## src/verilog/sbc_regs_pkg.sv

```systemverilog
// Notes on behaviour
// - Each access is one two-byte frame.
// - Command byte: seven address bits plus access bit.
// - Data byte sits in frame bits 8 to 15.
// - Power-on or soft reset loads default values.
// - Restart reloads, x bits keep old contents.
// - Bits are read-only, read-write, or hardware-modified.
// - Control bits change only by serial writes; the code also clears bits 7 to 3 on any restart.
// - Mode field: normal, sleep, stop, soft reset.
// - Bit five reserved, always reads zero.
// - Auxiliary supply field selects modes it runs.
// - Overvoltage reset enable moves chip to restart.
// - Undervoltage threshold select, code three disables.
// - Sleep without wake source forces restart.
// - Mode register: zero at reset, low three kept.
package sbc_regs_pkg;
  localparam int unsigned frame_bits = 16;
  localparam int unsigned addr_bits = 7;
  localparam int unsigned access_bit_pos = 7;
  localparam int unsigned data_lsb_pos = 8;
  localparam logic [6:0] addr_mode_supply = 7'h01;
  localparam logic [6:0] addr_regulator_status = 7'h13;
  localparam logic [6:0] addr_family_product = 7'h1f;
  localparam logic [7:0] mode_supply_reset = 8'h00;
  localparam logic [7:0] mode_supply_keep_on_restart = 8'h07;
  localparam logic [7:0] mode_supply_writable = 8'hdf;
  localparam int unsigned mode_lsb = 6;
  localparam int unsigned aux_lsb = 3;
  localparam int unsigned ov_bit = 2;
  localparam int unsigned uv_lsb = 0;
  localparam logic [4:0] bit_count_last = 5'h0f;
  typedef enum logic [1:0] {
    mode_normal = 2'h0,
    mode_sleep = 2'h1,
    mode_stop = 2'h2,
    mode_soft_reset = 2'h3
  } chip_mode_t;
  typedef enum logic [3:0] {
    st_normal = 4'h1,
    st_sleep = 4'h2,
    st_stop = 4'h4,
    st_restart = 4'h8
  } chip_state_t;
endpackage
```

## src/verilog/frame_if.sv

```systemverilog
`timescale 1ns/1ps
interface frame_if;
  logic done;
  logic write;
  logic [6:0] addr;
  logic [7:0] wdata;
  logic [7:0] rdata;
  modport shifter (output done, output write, output addr, output wdata, input rdata);
  modport bank (input done, input write, input addr, input wdata, output rdata);
endinterface

```

## src/verilog/frame_shifter.sv

```systemverilog
`timescale 1ns/1ps
// Shifts one 16-bit frame, LSB first, while select is active.
module frame_shifter (
  input wire logic mclk,
  input wire logic sys_rst,
  input wire logic cs_n,
  input wire logic sclk_rise,
  input wire logic mosi,
  output logic miso,
  frame_if.shifter fr
);
  logic [4:0] cnt_q;
  logic [15:0] sh_q;
  logic [7:0] out_q;
  logic last;
  logic [15:0] sh_d;
  assign last = (cnt_q == sbc_regs_pkg::bit_count_last);
  assign sh_d = {mosi, sh_q[15:1]};
  assign miso = out_q[0];
  always_ff @(posedge mclk) begin
    fr.done <= 1'b0;
    if (sys_rst || cs_n) begin
      cnt_q <= 5'h00;
      sh_q <= 16'h0000;
      out_q <= 8'h00;
      if (sys_rst) begin
        fr.write <= 1'b0;
        fr.addr <= 7'h00;
        fr.wdata <= 8'h00;
      end
    end else if (sclk_rise) begin
      sh_q <= sh_d;
      cnt_q <= last ? 5'h00 : cnt_q + 5'h01;
      // The address is taken one bit early so the read mux has settled by the load below.
      if (cnt_q == 5'h06) begin
        fr.addr <= sh_d[15:9];
      end
      if (cnt_q == 5'h07) begin
        out_q <= fr.rdata;
      end else begin
        out_q <= {1'b0, out_q[7:1]};
      end
      if (last) begin
        fr.done <= 1'b1;
        fr.write <= sh_d[sbc_regs_pkg::access_bit_pos];
        fr.addr <= sh_d[6:0];
        fr.wdata <= sh_d[15:8];
      end
    end
  end
endmodule

```

## src/verilog/sbc_mode_supply_regs.sv

```systemverilog
`timescale 1ns/1ps
module sbc_mode_supply_regs #(
  parameter logic [7:0] family_product_code = 8'h5a
) (
  input wire logic mclk,
  input wire logic sys_rst,
  input wire logic cs_n,
  input wire logic sclk_rise,
  input wire logic mosi,
  output logic miso,
  input wire logic restart_evt,
  input wire logic main_overvoltage,
  input wire logic wake_sources_enabled,
  input wire logic [7:0] regulator_status,
  output logic [1:0] chip_state,
  output logic aux_supply_en,
  output logic [1:0] main_supply_undervoltage_threshold,
  output logic undervoltage_reset_en,
  output logic restart_req,
  output logic soft_reset_pulse,
  output logic miso_q
);
  frame_if fr ();
  logic [7:0] ctrl_q;
  logic [7:0] ctrl_d;
  logic [7:0] rd_sel;
  logic wr_ctrl;
  logic [1:0] req_mode;
  logic sleep_bad;
  logic ov_rst;
  logic aux_d;
  sbc_regs_pkg::chip_state_t st_q;
  sbc_regs_pkg::chip_state_t st_d;

  frame_shifter u_shift (
    .mclk(mclk),
    .sys_rst(sys_rst),
    .cs_n(cs_n),
    .sclk_rise(sclk_rise),
    .mosi(mosi),
    .miso(miso),
    .fr(fr)
  );

  // Reserved bit 5 is masked out on write so it always reads zero.
  assign rd_sel = (fr.addr == sbc_regs_pkg::addr_mode_supply) ? ctrl_q :
                  (fr.addr == sbc_regs_pkg::addr_regulator_status) ? regulator_status :
                  (fr.addr == sbc_regs_pkg::addr_family_product) ? family_product_code :
                  8'h00;
  assign fr.rdata = rd_sel;
  assign wr_ctrl = fr.done && fr.write && (fr.addr == sbc_regs_pkg::addr_mode_supply);
  assign req_mode = fr.wdata[sbc_regs_pkg::mode_lsb +: 2];
  assign sleep_bad = wr_ctrl && (req_mode == sbc_regs_pkg::mode_sleep)
                     && !wake_sources_enabled;
  assign ov_rst = main_overvoltage && ctrl_q[sbc_regs_pkg::ov_bit];

  // A serial write changes the register, and a restart (restart_evt, sleep_bad or ov_rst) clears all but bits 2 to 0.
  always_comb begin
    ctrl_d = ctrl_q;
    if (restart_evt || sleep_bad || ov_rst) begin
      ctrl_d = ctrl_q & sbc_regs_pkg::mode_supply_keep_on_restart;
    end else if (wr_ctrl) begin
      ctrl_d = fr.wdata & sbc_regs_pkg::mode_supply_writable;
      if (req_mode == sbc_regs_pkg::mode_soft_reset) begin
        ctrl_d = sbc_regs_pkg::mode_supply_reset;
      end
    end
  end

  always_comb begin
    st_d = st_q;
    if (restart_evt || sleep_bad || ov_rst) begin
      st_d = sbc_regs_pkg::st_restart;
    end else if (wr_ctrl) begin
      unique case (req_mode)
        sbc_regs_pkg::mode_normal: st_d = sbc_regs_pkg::st_normal;
        sbc_regs_pkg::mode_sleep: st_d = sbc_regs_pkg::st_sleep;
        sbc_regs_pkg::mode_stop: st_d = sbc_regs_pkg::st_stop;
        sbc_regs_pkg::mode_soft_reset: st_d = sbc_regs_pkg::st_normal;
      endcase
    end
  end

  always_comb begin
    unique case (ctrl_d[sbc_regs_pkg::aux_lsb +: 2])
      2'h0: aux_d = 1'b0;
      2'h1: aux_d = (st_d == sbc_regs_pkg::st_normal);
      2'h2: aux_d = (st_d == sbc_regs_pkg::st_normal) || (st_d == sbc_regs_pkg::st_stop);
      2'h3: aux_d = (st_d != sbc_regs_pkg::st_restart);
    endcase
  end

  always_ff @(posedge mclk) begin
    if (sys_rst) begin
      ctrl_q <= sbc_regs_pkg::mode_supply_reset;
      st_q <= sbc_regs_pkg::st_normal;
      chip_state <= sbc_regs_pkg::mode_normal;
      aux_supply_en <= 1'b0;
      main_supply_undervoltage_threshold <= 2'h0;
      undervoltage_reset_en <= 1'b1;
      restart_req <= 1'b0;
      soft_reset_pulse <= 1'b0;
      miso_q <= 1'b0;
    end else begin
      ctrl_q <= ctrl_d;
      st_q <= st_d;
      chip_state <= ctrl_d[sbc_regs_pkg::mode_lsb +: 2];
      aux_supply_en <= aux_d;
      main_supply_undervoltage_threshold <= ctrl_d[sbc_regs_pkg::uv_lsb +: 2];
      undervoltage_reset_en <= (ctrl_d[sbc_regs_pkg::uv_lsb +: 2] != 2'h3);
      restart_req <= sleep_bad || ov_rst;
      // Soft reset pulses only this line; the reset output pin stays quiet.
      soft_reset_pulse <= wr_ctrl && !sleep_bad && !ov_rst && !restart_evt
                          && (req_mode == sbc_regs_pkg::mode_soft_reset);
      miso_q <= miso;
    end
  end
endmodule

```

## config.mk

```make
export PLATFORM = sky130hd
export DESIGN_NAME = sbc_mode_supply_regs
export DESIGN_NICKNAME = d
export VERILOG_FILES = /design/src/verilog/sbc_regs_pkg.sv /design/src/verilog/frame_if.sv /design/src/verilog/frame_shifter.sv /design/src/verilog/sbc_mode_supply_regs.sv
export SDC_FILE = /design/constraint.sdc
export NUM_CORES = 1
export LEC_CHECK = 0
export BUFFER_PORTS_ARGS = -buffer_cell sky130_fd_sc_hd__buf_2
export CORE_MARGIN = 2
export CORE_UTILIZATION = 50
export CTS_CLUSTER_SIZE = 24
export DETAILED_ROUTE_END_ITERATION = 8
export PLACE_DENSITY = 0.67
export SYNTH_ARGS = -nofsm -noshare
export SYNTH_HDL_FRONTEND = slang
export SYNTH_SLANG_ARGS = --single-unit
```

## constraint.sdc

```tcl
create_clock -name mclk -period 2.4 [get_ports mclk]
set_clock_uncertainty 0.15 [all_clocks]
set_input_delay 0.48 -clock mclk [delete_from_list [all_inputs] [get_ports mclk]]
set_output_delay 0.48 -clock mclk [all_outputs]
set_load 0.02 [all_outputs]
```

==> results.sh <==
export IMPL_hold_path_class="in2reg"
export IMPL_final_max_slew_viol_count=0
export IMPL_finalSetupTns_ns=0
export IMPL_n_antenna_cell=0
export IMPL_endpoint_kind="flip-flop"
export IMPL_finalCriticalPeriod_ns=2.08
export IMPL_via_per_inst=5.45
export IMPL_crit_path_start_kind="flip-flop"
export IMPL_synth_edff_count=15
export IMPL_cts_sinks=60
export IMPL_synthCells=282
export IMPL_syn_avg_cell_area_um2=9.54
export IMPL_htree_num_levels=3
export IMPL_fmax_ghz=0.480
export IMPL_clock_latency_ns=0.34
export IMPL_tightest_slew_ns=0.471
export IMPL_drv_cap=0
export IMPL_firstDrtPassIters=4
export IMPL_die_w_um=77.4
export IMPL_p_per_area_nw_per_um2=694
export IMPL_cts_buffers_inserted=9
export IMPL_rows=26
export IMPL_drtIter0Drc=132
export IMPL_die_area_um2=5980
export IMPL_cts_resized=0
export IMPL_drt_total_wl_um=5460
export IMPL_r2r_setup_slack_ns=0.32
export IMPL_setup_violations=0
export IMPL_stdcell_area_um2=3070
export IMPL_grt_pass1_vias=2078
export IMPL_grt_max_degree=39
export IMPL_final_common_cell="dfxtp_1"
export IMPL_clk_pin_slew_worst_paths_ns=0.06
export IMPL_cts_tree="done"
export IMPL_dp_cells=367
export IMPL_synth_top_flop_cell="dfxtp_1"
export IMPL_timing_hold_ws_ns=0.289
export IMPL_run_status="complete, no violations"
export IMPL_synth_area_leaders="dfxtp_1 33%, edfxtp_1 17%, a21oi_1 5.6%"
export IMPL_io_pins=26
export IMPL_ys_ff_latch=60
export IMPL_crit_type="reg2reg"
export IMPL_leakage_nw=1.19
export IMPL_synth_top_area_share_pct=33.5
export IMPL_start_util_pct=52.3
export IMPL_rsz0062_at_grt="no"
export IMPL_cts_hold_buf=0
export IMPL_totalPowerFinal_mw=2.13
export IMPL_mostFrequentLayoutCells="45 x dfxtp_1, 39 x nand2_1, 30 x a21oi_1"
export IMPL_final_layout_size_suffix_gt1_share_pct=20.1
export IMPL_grt_pass1_wl_um=9470
export IMPL_gp_congestion=0.816
export IMPL_ys_warn_count=0
export IMPL_cts_setup_buffers=0
export IMPL_drc=0
export IMPL_synth_top_area_cell="dfxtp_1"
export IMPL_required_ns=2.47
export IMPL_fin_nets=331
export IMPL_yosysUniqueCellTypes=45
export IMPL_post_layout_nonfiller_instances=383
export IMPL_slew_headroom_pct=68.3
export IMPL_crit_fanout=8
export IMPL_antenna_found_initial=0
export IMPL_portBuffers=25
export IMPL_hpwl_um=3860
export IMPL_yosysSeqAreaShare_pct=50.2
export IMPL_synthArstFlopShare_pct=0
export IMPL_overflow=0
export IMPL_syn_area_um2=2690
export IMPL_vias=2087
export IMPL_grt_usage_pct=20.3
export IMPL_die_y_um=77.4
export IMPL_cts_buffer_depth=2
export IMPL_routedWlPerCell_um=14.3
export IMPL_cts_root_buf="clkbuf_8"
export IMPL_place_area_um2=2870
export IMPL_period_share_pct=86.8
export IMPL_syn_num_nets=305
export IMPL_peakVddDrop_mv=0.502
export IMPL_crit_arrival_ns=2.16
export IMPL_core_area_um2=5140
export IMPL_final_antenna_net_count=0
export IMPL_area_growth_pct=14.2
export IMPL_finalHoldViolCount=0
[power breakdown]
part / switching (mW) / internal, mW
clock: 0.386 / 0.576
sequential: 0.0122 / 1.05
combinational: 0.0631 / 0.0426
[critical path: stages (launching register included)]
cell,delay [ns]
edfxtp_1,0.39
or4_4,0.61
or3_4,0.40
or2_4,0.26
nand2_4,0.10
nor3_1,0.05
[worst paths after layout]
kind / start / end / depth (start not counted)
worst max-delay path: u_shift.fr.addr[3] / soft_reset_pulse / 5
worst min register to register: u_shift.cnt_q[4] / u_shift.cnt_q[4] / 2
worst min-delay path: main_overvoltage / restart_req / 3
worst max register to register: u_shift.fr.addr[3] / soft_reset_pulse / 5
[stage by stage]
stage / setup slack [ns] / utilization, %
after global routing: 0.240 / 59.8
after detailed placement: 0.324 / 55.7
after global placement: 0.344 / 55.7
final: 0.316 / 59.8
after floorplan: 0.333 / -
after CTS: 0.320 / 59.8
[logic make-up after synthesis]
logic type,after synthesis,share of synthesized area [%]
compound gates,64,14.5
xor+xnor,1,0.326
flops,60,50.2
mux,19,7.44
buf+inv,22,3.91
fa+ha+maj,7,3.26
simple gates,109,20.3
[routing by layer]
metal	track usage [%]	wire length, µm	part of all wire (%)
met1	25.9	2510	46
met5	0	0	0
met3	4.30	322	5.9
met2	31.3	2480	45
met4	12.9	144	2.6
[cell type report]
cell class | instances | area (µm²)
fill | 482 | 2070
timing repair buffer | 31 | 170
clock buffer | 10 | 128
tap | 70 | 87.6
inverter | 6 | 22.5
multi-input combinational | 200 | 1230
sequential | 60 | 1350
clock inverter | 6 | 78.8
[synth_stat cells (all sizes together), types with 5 or more instances]
cell type,n
a21oi,31
and2,9
and3,6
buf,7
clkbuf,9
dfxtp,45
edfxtp,15
ha,7
inv,6
mux2,8
mux2i,11
nand2,40
nand3,9
nor2,23
nor2b,5
nor3,5
o21ai,10
[flip-flops by register name (all words and copies together), names as in the netlist]
register,flops
aux_supply_en,1
chip_state,2
ctrl_q,4
main_supply_undervoltage_threshold,1
miso_q,1
restart_req,1
soft_reset_pulse,1
st_q,4
u_shift.cnt_q,5
u_shift.fr.addr,7
u_shift.fr.done,1
u_shift.fr.wdata,7
u_shift.fr.write,1
u_shift.out_q,8
u_shift.sh_q,15
undervoltage_reset_en,1
Power figures use the tool's default switching activity.
